[config.mk]
export PLATFORM = sky130hd
export DESIGN_NAME = sadc_ctrl
export DESIGN_NICKNAME = d
export VERILOG_FILES = /design/src/rtl/sadc_pkg.sv /design/src/rtl/sadc_format.sv /design/src/rtl/sadc_ctrl.sv
export SDC_FILE = /design/constraint.sdc
export NUM_CORES = 1
export LEC_CHECK = 0
export ABC_AREA = 1
export BUFFER_PORTS_ARGS = -buffer_cell sky130_fd_sc_hd__clkbuf_2
export CORE_MARGIN = 2
export CORE_UTILIZATION = 36
export DETAILED_ROUTE_END_ITERATION = 6
export GPL_ROUTABILITY_DRIVEN = 0
export SLEW_MARGIN = 20
export SYNTH_ARGS = -nofsm -noshare
export SYNTH_HDL_FRONTEND = slang
export SYNTH_SLANG_ARGS = --single-unit
[constraint.sdc]
create_clock -name core_clk -period 2 [get_ports core_clk]
set_clock_uncertainty 0.05 [all_clocks]
set_input_delay 0.2 -clock core_clk [delete_from_list [all_inputs] [get_ports core_clk]]
set_output_delay 0.2 -clock core_clk [all_outputs]
set_load 0.1 [all_outputs]
[src/rtl/sadc_pkg.sv]
// Package for the converter control and result block.
// Assumes an 8-bit special-function register port on the same clock.
//
// Function
// - Enable low holds converter in shutdown.
// - Track mode 0 tracks continuously unless converting.
// - Mode 00 tracks three converter clocks after busy write.
// - Mode 01 tracks three clocks after timer 3.
// - Mode 10 tracks only while start pin low.
// - Mode 11 tracks three clocks after timer 2.
// - Start mode field selects the conversion trigger.
// - Busy write starts only in mode 00.
// - Busy reads one only while a timed track or a conversion runs.
// - Busy falling at conversion end raises enabled completion request.
// - Done flag set by hardware, cleared by software.
// - Window flag set on match, software clears.
// - Justify bit selects right or left layout.
// - Right layout sign-extends differential, zero otherwise.
// - Left layout zeroes low-byte bits five to zero.
// - Differential results are two's complement words.
package sadc_pkg;

  // ----------------------------------------------------------------
  // Register addresses
  // ----------------------------------------------------------------
  localparam logic [7:0] SADC_ADDR_CONFIG = 8'h0bc;
  localparam logic [7:0] SADC_ADDR_RES_LO = 8'h0be;
  localparam logic [7:0] SADC_ADDR_RES_HI = 8'h0bf;
  localparam logic [7:0] SADC_ADDR_CONTROL = 8'h0e8;

  // ----------------------------------------------------------------
  // Reset values
  // ----------------------------------------------------------------
  localparam logic [7:0] SADC_RST_CONFIG  = 8'h60;
  localparam logic [7:0] SADC_RST_CONTROL = 8'h00;
  localparam logic [7:0] SADC_RST_RESULT  = 8'h00;

  // ----------------------------------------------------------------
  // Control register bit positions
  // ----------------------------------------------------------------
  localparam int SADC_CN_ENABLE = 7;
  localparam int SADC_CN_TRACKM = 6;
  localparam int SADC_CN_DONE   = 5;
  localparam int SADC_CN_BUSY   = 4;
  localparam int SADC_CN_STM_HI = 3;
  localparam int SADC_CN_STM_LO = 2;
  localparam int SADC_CN_WINDOW = 1;
  localparam int SADC_CN_LJUST  = 0;

  // ----------------------------------------------------------------
  // Configuration register fields
  // ----------------------------------------------------------------
  localparam int SADC_CF_PERIOD_HI = 7;
  localparam int SADC_CF_PERIOD_LO = 5;
  localparam int SADC_CF_GAIN_HI   = 2;
  localparam int SADC_CF_GAIN_LO   = 0;

  // ----------------------------------------------------------------
  // Timing counts in converter clocks
  // ----------------------------------------------------------------
  localparam logic [3:0] SADC_TRACK_CLKS = 4'h3;
  localparam logic [3:0] SADC_CONV_CLKS  = 4'hb;

  // Start-of-conversion trigger sources
  typedef enum logic [1:0] {
    SADC_STM_SOFT   = 2'b00,
    SADC_STM_TMR3   = 2'b01,
    SADC_STM_PIN    = 2'b10,
    SADC_STM_TMR2   = 2'b11
  } sadc_stm_e;

  // Sequencer phases
  typedef enum logic [1:0] {
    SADC_ST_IDLE  = 2'b00,
    SADC_ST_TRACK = 2'b01,
    SADC_ST_CONV  = 2'b10
  } sadc_state_e;

  // Special-function register access
  typedef struct packed {
    logic       wr;
    logic       rd;
    logic [7:0] addr;
    logic [7:0] wdata;
  } sadc_sfr_s;

  // Controls toward the analog core
  typedef struct packed {
    logic       shutdown;
    logic       track;
    logic       convert;
    logic [2:0] clk_period;
    logic [2:0] gain;
  } sadc_core_ctl_s;

endpackage

[src/rtl/sadc_format.sv]
// Result formatter: places a 10-bit word into the two result bytes.
// Assumes a settled converter word and differential flag on input.
`timescale 1ns/1ps

module sadc_format
  import sadc_pkg::*;
(
  // Converter word
  input  wire logic [9:0] word,
  input  wire logic       diff,
  // Layout select
  input  wire logic       ljust,
  // Formatted bytes
  output logic      [7:0] res_hi,
  output logic      [7:0] res_lo
);

  // ----------------------------------------------------------------
  // Byte layout
  // ----------------------------------------------------------------

  // Place word left or right and extend sign
  always_comb begin
    if (ljust) begin
      res_hi = word[9:2];
      res_lo = {word[1:0], 6'h00};
    end else begin
      res_hi = {{6{diff & word[9]}}, word[9:8]};
      res_lo = word[7:0];
    end
  end

endmodule

[src/rtl/sadc_ctrl.sv]
// Converter control, status and result registers.
// Assumes the SFR port, timers and core share core_clk; the
// convert-start pin is asynchronous. Core reports done per word.
`timescale 1ns/1ps

module sadc_ctrl
  import sadc_pkg::*;
(
  // Clock and reset
  input  wire logic                 core_clk,
  input  wire logic                 rstn,
  // Register port
  input  wire sadc_pkg::sadc_sfr_s  sfr,
  output logic               [7:0]  sfr_rdata,
  // Trigger sources
  input  wire logic                 tmr3_ovf,
  input  wire logic                 tmr2_ovf,
  input  wire logic                 external_convert_start,
  // Converter clock enable pulse
  input  wire logic                 sar_clk_en,
  // Analog core result
  input  wire logic                 core_done,
  input  wire logic          [9:0]  core_word,
  input  wire logic                 core_diff,
  // Window comparator verdict for the finished word
  input  wire logic                 window_hit,
  // Analog core controls
  output sadc_pkg::sadc_core_ctl_s  core_ctl,
  // Completion interrupt request and its enable
  input  wire logic                 done_irq_en,
  output logic                      done_irq
);

  // ----------------------------------------------------------------
  // State
  // ----------------------------------------------------------------
  logic [7:0]  config_r, config_nxt;       // Configuration register
  logic [7:0]  control_r, control_nxt;     // Control register
  logic [7:0]  res_hi_r, res_hi_nxt;       // Result high byte
  logic [7:0]  res_lo_r, res_lo_nxt;       // Result low byte
  sadc_state_e state_r, state_nxt;         // Sequencer phase
  logic [3:0]  cnt_r, cnt_nxt;             // Converter clock counter
  logic        pin_s1_r, pin_s2_r;         // Pin synchroniser
  logic        pin_d_r;                    // Delayed synced pin
  logic        irq_r, irq_nxt;             // Interrupt pulse
  sadc_core_ctl_s ctl_r, ctl_nxt;          // Core controls
  logic [7:0]  rdata_r, rdata_nxt;         // Read data

  // Formatted bytes
  logic [7:0]  fmt_hi, fmt_lo;

  // Control field views
  logic        en, tm, ljust;
  logic [7:0]  ctl_view;                   // Control bits in force now
  sadc_stm_e   stm;
  logic        trig;
  logic        wr_ctl;
  logic        conv_end;

  // ----------------------------------------------------------------
  // Formatter
  // ----------------------------------------------------------------
  sadc_format u_format (
    .word   (core_word),
    .diff   (core_diff),
    .ljust  (ljust),
    .res_hi (fmt_hi),
    .res_lo (fmt_lo)
  );

  // ----------------------------------------------------------------
  // Pin synchroniser
  // ----------------------------------------------------------------

  // Two stages then one for edge detect
  always_ff @(posedge core_clk) begin
    if (!rstn) begin
      pin_s1_r <= 1'b1;
      pin_s2_r <= 1'b1;
      pin_d_r  <= 1'b1;
    end else begin
      pin_s1_r <= external_convert_start;
      pin_s2_r <= pin_s1_r;
      pin_d_r  <= pin_s2_r;
    end
  end

  // ----------------------------------------------------------------
  // Trigger selection
  // ----------------------------------------------------------------

  // Field decode and trigger mux
  always_comb begin
    wr_ctl   = sfr.wr && (sfr.addr == SADC_ADDR_CONTROL);
    // A control write applies in its own cycle, so one write that
    // enables and sets busy starts at once, and a disable write
    // drops the core into shutdown without a lagging cycle
    ctl_view = wr_ctl ? sfr.wdata : control_r;
    en       = ctl_view[SADC_CN_ENABLE];
    tm       = ctl_view[SADC_CN_TRACKM];
    // Layout is taken from the stored bit at completion time
    ljust    = control_r[SADC_CN_LJUST];
    // Busy write is judged against the mode written with it
    stm      = sadc_stm_e'(ctl_view[SADC_CN_STM_HI:SADC_CN_STM_LO]);
    case (stm)
      SADC_STM_SOFT: begin
        // Busy write of 1 only in this mode
        trig = wr_ctl && sfr.wdata[SADC_CN_BUSY];
      end
      SADC_STM_TMR3: trig = tmr3_ovf;
      SADC_STM_PIN:  trig = pin_s2_r && !pin_d_r;
      SADC_STM_TMR2: trig = tmr2_ovf;
      default:       trig = 1'b0;
    endcase
    conv_end = (state_r == SADC_ST_CONV) && core_done;
  end

  // ----------------------------------------------------------------
  // Sequencer
  // ----------------------------------------------------------------

  // Next phase and counter
  always_comb begin
    state_nxt = state_r;
    cnt_nxt   = cnt_r;
    case (state_r)
      SADC_ST_IDLE: begin
        if (en && trig) begin
          if (tm && stm != SADC_STM_PIN) begin
            // Timed track window first
            state_nxt = SADC_ST_TRACK;
            cnt_nxt   = '0;
          end else begin
            state_nxt = SADC_ST_CONV;
          end
        end
      end
      SADC_ST_TRACK: begin
        if (!en) begin
          state_nxt = SADC_ST_IDLE;
        end else if (sar_clk_en) begin
          if (cnt_r == SADC_TRACK_CLKS - 4'h1) begin
            state_nxt = SADC_ST_CONV;
          end else begin
            cnt_nxt = cnt_r + 4'h1;
          end
        end
      end
      SADC_ST_CONV: begin
        if (!en || core_done) begin
          state_nxt = SADC_ST_IDLE;
        end
      end
      default: state_nxt = SADC_ST_IDLE;
    endcase
  end

  // ----------------------------------------------------------------
  // Core controls
  // ----------------------------------------------------------------

  // Shutdown, track and convert levels
  always_comb begin
    ctl_nxt            = '0;
    ctl_nxt.shutdown   = !en;
    ctl_nxt.convert    = (state_nxt == SADC_ST_CONV);
    // Taken from the next value so the core sees a new setting
    // one cycle after the write, not two
    ctl_nxt.clk_period = config_nxt[SADC_CF_PERIOD_HI:SADC_CF_PERIOD_LO];
    ctl_nxt.gain       = config_nxt[SADC_CF_GAIN_HI:SADC_CF_GAIN_LO];
    // Period and gain pass unchanged
    if (en && state_nxt != SADC_ST_CONV) begin
      if (!tm) begin
        ctl_nxt.track = 1'b1;
      end else if (stm == SADC_STM_PIN) begin
        ctl_nxt.track = !pin_s2_r;
      end else begin
        ctl_nxt.track = (state_nxt == SADC_ST_TRACK);
      end
    end
  end

  // ----------------------------------------------------------------
  // Registers and flags
  // ----------------------------------------------------------------

  // Register writes, flag sets and result load
  always_comb begin
    config_nxt  = config_r;
    control_nxt = control_r;
    res_hi_nxt  = res_hi_r;
    res_lo_nxt  = res_lo_r;
    irq_nxt     = 1'b0;
    if (sfr.wr) begin
      case (sfr.addr)
        SADC_ADDR_CONFIG: begin
          config_nxt = {sfr.wdata[7:5], 2'b00, sfr.wdata[2:0]};
        end
        SADC_ADDR_RES_LO: res_lo_nxt = sfr.wdata;
        SADC_ADDR_RES_HI: res_hi_nxt = sfr.wdata;
        SADC_ADDR_CONTROL: begin
          // Busy is hardware owned; writing it only triggers
          control_nxt = {sfr.wdata[7:5], control_r[SADC_CN_BUSY],
                         sfr.wdata[3:0]};
        end
        default: ;
      endcase
    end
    // Busy follows the sequencer
    control_nxt[SADC_CN_BUSY] = (state_nxt != SADC_ST_IDLE);
    if (conv_end) begin
      // Results land with busy falling
      res_hi_nxt = fmt_hi;
      res_lo_nxt = fmt_lo;
      // Sets win over a same-cycle clear
      control_nxt[SADC_CN_DONE] = 1'b1;
      if (window_hit) begin
        control_nxt[SADC_CN_WINDOW] = 1'b1;
      end
      irq_nxt = done_irq_en;
    end
  end

  // Read mux
  always_comb begin
    case (sfr.addr)
      SADC_ADDR_CONFIG:  rdata_nxt = config_r;
      SADC_ADDR_RES_LO:  rdata_nxt = res_lo_r;
      SADC_ADDR_RES_HI:  rdata_nxt = res_hi_r;
      SADC_ADDR_CONTROL: rdata_nxt = control_r;
      default:           rdata_nxt = 8'h00;
    endcase
    if (!sfr.rd) begin
      rdata_nxt = rdata_r;
    end
  end

  // Register all state
  always_ff @(posedge core_clk) begin
    if (!rstn) begin
      config_r  <= SADC_RST_CONFIG;
      control_r <= SADC_RST_CONTROL;
      res_hi_r  <= SADC_RST_RESULT;
      res_lo_r  <= SADC_RST_RESULT;
      state_r   <= SADC_ST_IDLE;
      cnt_r     <= '0;
      irq_r     <= 1'b0;
      ctl_r     <= '{shutdown: 1'b1, default: '0};
      rdata_r   <= 8'h00;
    end else begin
      config_r  <= config_nxt;
      control_r <= control_nxt;
      res_hi_r  <= res_hi_nxt;
      res_lo_r  <= res_lo_nxt;
      state_r   <= state_nxt;
      cnt_r     <= cnt_nxt;
      irq_r     <= irq_nxt;
      ctl_r     <= ctl_nxt;
      rdata_r   <= rdata_nxt;
    end
  end

  // ----------------------------------------------------------------
  // Outputs
  // ----------------------------------------------------------------
  assign sfr_rdata = rdata_r;
  assign core_ctl  = ctl_r;
  assign done_irq  = irq_r;

endmodule

==> results, run 1 <==
- The total count of hold-check failures in the final report came to 0.
- The library cell with the highest instance count after synthesis is nand2_1.
- The area inside the core boundary is 7290 µm².
- In this design, the largest share of critical-path delay is due to buffers and inverters.
- The first-pass GRT wire length is 12.3 mm.
- For this run, design rule violations remaining after detail routing come to 0.
- Clock tree synthesis selected as its root buffer the cell clkbuf_8.
- In the final design database the tool counted 479 nets.
- Once placement finished, the instance area stood at 3140 µm².
- In the global route stage, overall resource usage came out at 0.186.
- The post-CTS repair timing setup buffer count is 0.
- The number of antenna violations at the first check in global routing is 0.
- Yosys attributes the largest share of cell area to dfxtp_1 39%, nand2_1 13%, a21oi_1 7.7%, inv_1 5.8%, o21ai_0 5.5%.
- STA puts the critical path data arrival time at 1.73 ns.
- The critical path is of the reg -> reg type.
- At the later pin of the worst-skew pair, clock insertion delay measures 0.31 ns.
- The residual overflow from global routing is 0.
- The floorplan step defined a die boundary enclosing 8310 µm².
- The routed design has 7.57 mm of wire.
- For this run, the register share of the synthesized area comes to 0.388.
- The distinct cell type count of the synthesized netlist is 41.
- The starting density of the core is 0.375.
- The first detailed-routing pass ran for 5 iterations.
- Setup violations remaining at the end of the flow were counted as 0.
- After clock tree synthesis, the clock-pin slew on the worst setup and hold paths is 0.11 ns.
- Setup repair after global routing left no endpoint under its margin.
- The starting DRC count in detailed routing is 191.
- The setup total negative slack is 0 ns.
- Along the worst path, the maximum fanout reaches 7.
- TritonCTS built the clock tree.
- For this design the static power due to leakage is 1.38 nW.
- Port buffering added 55 buffers.
- The nature of the critical path endpoint is a register.
- The minimum clock period after layout is 1.52 ns.
- The critical path goes through inv_1, nor2_1, nand2_1, buf_4, o21ai_2, buf_4, o21ai_0, a21oi_1.
- The wire-length estimate of the detail-placed layout is 5.82 mm.
- The synthesized netlist occupies a cell area of 2740 µm².
- Measured against its own limit, the worst slew margin works out to 0.638.
- For this run, the number of Yosys warnings is 0.
- STA puts the critical path data required time at 2.20 ns.
- After synthesis, the most frequently instantiated cells are 95 x nand2_1, 53 x dfxtp_1, 42 x a21oi_1, 42 x inv_1, 30 x o21ai_0.
- Counting the buffers created by CTS gives 5.
- Counting flops with a built-in enable in the synthesized netlist gives 0.
- The largest buffer count on any clock path is 2.
- The number of global-route vias before repair is 2522.
- Entering global routing, the biggest net connects 26 pins.
- On the worst path, the slowest cell contributes a delay of 0.35 ns.
- The average via count per standard cell is 5.03.
- The number of max-slew violations in the final report is 0.
- The actual transition at the worst max-transition pin is 0.546 ns.
- The setup check on the worst reg-to-reg path leaves a slack of 0.48 ns.
- The routed wire length per instance is 14.0 µm.
- The die is 91.2 µm tall.
- The most used flip-flop cell after synthesis is dfxtp_1.
- The die is 91.2 µm wide.
- The synthesis-to-layout area growth is 17.9%.
- The tool flagged a number of max-cap violations equal to 0.
- The run finished with clean final reports.
- The peak supply drop is 0.309 mV.
- The number of gates given a new drive strength after cts is 0.
- The I/O pin count is 56.
- The via count of the routed design is 2710.
- Among the stages of the critical path, the cell type that occurs most often is buf_4.
- After routing the design area is 3230 µm².
- The net count of the mapped netlist is 422.
- The startpoint type of the worst setup path is a register.
- Of the cells placed in the final design, the portion with a size suffix greater than 1 is 0.257.
- The timing-limited maximum frequency is 656 MHz.
- The H-tree depth is 2.
- The post-synthesis area per instance is 7.16 µm².
- The fraction of registers with async set or reset after synthesis is 0.
- The power density normalized to cell area is 575 nW/µm².
- The worst path buffer plus inverter count is 3.
- The number of instances in the synthesized netlist is 382.
- The slowest stage of the critical path belongs to the cell dfxtp_1.
- The cell taking the most area after synthesis is dfxtp_1.
- The number of diodes added for antenna fixing is 0.
- After clock tree synthesis, the flow added hold-fix buffers numbering 0.
- The number of rows in the core area is 31.
- The share of synthesized area in the top cell type comes to 0.388.
- Dividing the final minimum period by the clock period gives 0.762.
- The worst min-delay path category is in -> reg.
- Clock tree synthesis found a total of 53 sinks.
- The remaining antenna violation count after routing is 0.
- The post-synthesis register bit count is 53.
## through the flow
step | hold slack, ns | total power, mW | util | cells | setup WS (ns)
final | 0.0242 | 1.85 | 0.443 | 539 | 0.476
after global routing | 0.00879 | 1.94 | 0.443 | 539 | 0.352
after CTS | 0.0165 | 1.87 | 0.443 | 539 | 0.498
after detailed placement | 0.339 | 1.25 | 0.430 | 531 | 0.221
after global placement | 0.335 | 1.25 | 0.430 | 531 | 0.270
after floorplan | 0.257 | 1.17 | - | 382 | 0.486
## sequential cells by signal, indices dropped and copies added (netlist names)
signal	cells
control_r	8
res_hi_r	8
res_lo_r	8
sfr_rdata	8
config_r	6
core_ctl	5
cnt_r	4
state_r	2
done_irq	1
pin_d_r	1
pin_s1_r	1
pin_s2_r	1
## worst paths after layout
kind	cells after the start	startpoint	endpoint
worst max-delay path	8	state_r[1]$_SDFF_PN0_	res_hi_r[4]$_SDFFE_PN0P_
worst min-delay path	2	external_convert_start	pin_s1_r$_SDFF_PN1_
worst max register to register	8	state_r[1]$_SDFF_PN0_	res_hi_r[4]$_SDFFE_PN0P_
worst min register to register	1	pin_s1_r$_SDFF_PN1_	pin_s2_r$_SDFF_PN1_
## layout by cell type (no fill, tap or decap), types with 2 or more instances in the layout
cell	n
nand2_1	95
clkbuf_2	55
dfxtp_1	53
inv_1	42
a21oi_1	42
o21ai_0	30
nor2_1	19
nand3_1	19
buf_4	10
inv_2	6
nand2_2	6
nand4_1	5
a22oi_1	5
a21oi_2	5
clkbuf_8	5
nor2_4	4
or2_2	4
o21ai_2	3
nor2_2	3
nor3_4	2
a211oi_1	2
nor3_1	2
a31oi_1	2
ha_1	2
## cells by family after synthesis
| kind of cell | count (synthesis) | share of synthesized area |
|---|---|---|
| AOI/OAI and AO/OA | 97 | 0.209 |
| xor gates and xnor gates | 1 | 0.00320 |
| adders and majority gates | 2 | 0.00914 |
| buffers and inverters | 64 | 0.0942 |
| DFF | 53 | 0.388 |
| and+or+nand+nor | 165 | 0.296 |
## worst reg2reg max path, stage by stage, from the launching register on
cell and delay, ns:
dfxtp_1 0.35, inv_1 0.06, nor2_1 0.12, nand2_1 0.17, buf_4 0.21, o21ai_2 0.08, buf_4 0.18, o21ai_0 0.11
a21oi_1 0.15
## layer usage
metal	vias to the layer above	GRT usage	share of wire
li1	1364	-	-
met1	1237	0.248	0.45
met2	102	0.310	0.47
met3	7	0.0349	0.067
met4	0	0.0455	0.011
met5	-	0	0
## layout make-up
cell class	count	area, µm²
clock buffers	5	68.8
clock inverters	3	21.3
fillers	816	4070
inverters	49	184
multi-input cells	265	1420
flip-flops and latches	53	1060
well taps	99	124
repair buffers	65	350
## power by group
group	leakage [nW]	internal [mW]	switching, mW
sequential	0.428	1.06	0.00163
combinational	0.902	0.0505	0.109
clock	0.0445	0.250	0.382
Power figures use the tool's default switching activity.
==> inputs of run 2 (changes only) <==
==> constraint.sdc (replaced) <==
create_clock -name core_clk -period 1.4 [get_ports core_clk]
set_clock_uncertainty 0.05 [all_clocks]
set_input_delay 0.14 -clock core_clk [delete_from_list [all_inputs] [get_ports core_clk]]
set_output_delay 0.14 -clock core_clk [all_outputs]
set_load 0.1 [all_outputs]
==> run 2 against run 1 <==
Compared with the run above: wire length is 5.6% higher; combinational power is 75% higher; cell count is 7.4% higher; global-route usage is 1.5 points higher; cell area is 21% higher; sequential power is 43% higher; maximum frequency is 8.8% higher; the flow now finishes with violations (setup timing); clock-buffer cell count is 1 higher; die area stayed put; register-to-register slack worse by 0.48 ns; sequential cell count stayed put; first-iteration DRC count is 7.3% lower.
==> results, run 2 (synthesis results as in run 1) <==
- After the first detailed-routing iteration, the DRC count stood at 177.
- The number of standard cells in the final layout excluding fillers is 579.
- The library cells used most frequently in the layout, excluding fill and tap cells, are 82 x nand2_1, 51 x buf_4, 49 x dfxtp_1, 44 x clkbuf_2, 33 x inv_1.
- The post-place setup slack is -0.250 ns.
- Setup repair after global routing could not meet its margin everywhere.
- The worst setup path is of the reg -> reg kind.
- The final HPWL from detailed placement is 5.80 mm.
- The vertical die dimension is 91.2 µm.
- The clock slew seen by the registers of the worst setup and hold paths is 0.10 ns.
- The combined global-route utilization of all metal layers is 0.201.
- In this run the worst path has a maximum fanout of 6.
- The setup-violating endpoint count in the final report is 2.
- The chip width is 91.2 µm.
- For this configuration, the core starts out at a cell density of 0.375.
- The number of rows in the core area is 31.
- Entering global routing, the biggest net connects 42 pins.
- The number of max-slew violations in the final report was 0.
- The first global-routing pass estimated 13.5 mm of wire.
- The first detailed-routing pass ran for 6 iterations.
- The quantity of I/O buffers inserted on ports is 55.
- The clock tree from TritonCTS is built.
- The worst hold slack is 0.0190 ns.
- The minimum clock period after layout is 1.40 ns.
- The fraction of final layout cells sized beyond drive strength 1 is 0.427.
- 0 antenna diodes ended up in the layout.
- Global routing finished with a remaining overflow of 0.
- The clock passes through at most 2 buffers.
- The flow ran to the end, but the final reports show violations.
- Summed over all layers, the routed wires come to 7.99 mm.
- The area growth from synthesis to layout is 43.0%.
- Across all layers, the routed design uses 2893 vias.
- The number of antenna violations at the first check in global routing is 0.
- In this run, placement finished with an instance count of 561.
- The number of buffers created by CTS is 5.
- The number of global-route vias before repair is 2837.
- The routed wire length per instance is 13.8 µm.
- The total area inside the core boundary comes to 7290 µm².
- The clock latency on the worst-skew pair is 0.30 ns.
- The met1 demand-to-capacity share in global routing is 0.262.
- The ratio of final minimum period to clock period is 1.00.
- Leaving out fill and tap cells, the most frequent cell in the layout is nand2_1.
- At the pin with the least slew margin, the transition time is 0.544 ns.
- The number of nets at the end of the flow is 519.
- The total die area is 8310 µm².
- For this run, design rule violations remaining after detail routing come to 0.
- The buffer cell driving the clock tree root is clkbuf_8.
- The setup total negative slack is -0.00177 ns.
- The H-tree depth is 2.
- In the global route stage, met3 resource usage came out at 0.0365.
- The worst-case reg-to-reg path depth is 8.
- The average via count per standard cell is 5.00.
- The worst hold path begins at done_irq_en.
- The I/O pin count is 56.
- The critical path starts at state_r[1]$_SDFF_PN0_.
- For hold timing, the worst endpoint is done_irq$_SDFF_PN0_.
- The launch point of the worst reg-to-reg path is state_r[1]$_SDFF_PN0_.
- The area used by sequential logic in the layout is 1070 µm².
- The max-slew headroom at the worst pin is 0.639.
- The hold-critical path depth is 2.
- The cell area after placement is 3420 µm².
- STA classifies the critical path endpoint as a register.
- The total count of hold-check failures in the final report was 0.
- Max-cap violations in this run came to 0.
- The power density normalized to cell area is 743 nW/µm².
- The worst min-delay path category is in -> reg.
- The met2 usage in global routing is 0.338.
- Once routing completed, OpenROAD measured the worst setup slack at -0.00122 ns.
- The peak supply drop is 0.501 mV.
- After routing the design area is 3910 µm².
- Static timing analysis puts the maximum clock frequency at 714 MHz.
- The worst register-to-register path ends at res_hi_r[3]$_SDFFE_PN0P_.
- The power consumption is 2.91 mW.
- The startpoint type of the worst setup path is a register.
- The footprint of the multi-input gates is 1630 µm².
- In this run the most used layer during global routing was met2.
- The required time at the worst-slack endpoint is 1.58 ns.
- The layout filler cell count is 700.
- The checks that failed: setup timing.
- Summed over all cells, the static leakage comes to 1.64 nW.
- The signal arrival time at the worst endpoint is 1.58 ns.
- The total clock sinks is 53.
- The setup slack on the worst flop-to-flop path is -0.001 ns.
- The detail route stage leaves a number of antenna-violating nets equal to 0.
- Measured on the finished design, the core utilization comes to 0.537.
[run 2: cell count changes in the layout (fill, tap and decap cells not counted), moves of 5 or more]
| cell | delta |
|---|---|
| buf_4 | +41 |
| nand2_1 | -13 |
| a21oi_1 | -11 |
| clkbuf_2 | -11 |
| inv_1 | -9 |
| nand2_2 | +9 |
| a21oi_2 | +7 |
| inv_2 | +7 |
| o21ai_0 | -7 |
| a22oi_1 | -5 |
| a22oi_2 | +5 |
[run 2: routing by layer]
metal,routed length (µm),vias to the layer above,part of all wire
met5,0,-,0
met4,189,0,0.024
met3,458,16,0.057
met2,3750,113,0.47
met1,3600,1319,0.45
li1,-,1445,-
[run 2: area by class of cell]
cell class | instances | share of cell area
inverters | 49 | 0.0483
multi-input cells | 265 | 0.416
flip-flops and latches | 53 | 0.272
clock inverters | 2 | 0.00959
clock buffers | 6 | 0.0211
repair buffers | 105 | 0.201
well taps | 99 | 0.0316
[run 2: what timing repair did]
action,4_1_cts,5_1_grt
gates resized for setup,37,44
setup endpoints to repair,19,27
hold endpoints to repair,1,0
cloned,2,0
pin swaps,16,29
setup buffers,3,4
hold buffers,1,0
[run 2: worst max-delay path by stage]
stage                                    end  depth (start not counted)
floorplan            control_r[4]$_SDFF_PN0_                         12
global placement      core_ctl[7]$_SDFF_PN0_                         12
detailed placement     cnt_r[3]$_SDFFE_PN0P_                         12
CTS                 res_hi_r[3]$_SDFFE_PN0P_                          8
global route           state_r[0]$_SDFF_PN0_                          8
finish              res_hi_r[3]$_SDFFE_PN0P_                          8
[run 2: worst max-delay path, stage by stage, from the launching register on]
cell and delay (ns):
dfxtp_2 0.35, inv_2 0.05, nor2_4 0.10, nand2_4 0.09, buf_12 0.16, buf_12 0.14, a21oi_4 0.12, a211oi_2 0.04
a211oi_1 0.21
[run 2: report_power, final]
part / internal, mW / switching (mW) / leakage [nW]
combinational: 0.101 / 0.179 / 1.16
sequential: 1.51 / 0.00251 / 0.429
clock: 0.583 / 0.529 / 0.0574
total: 2.20 / 0.711 / 1.64
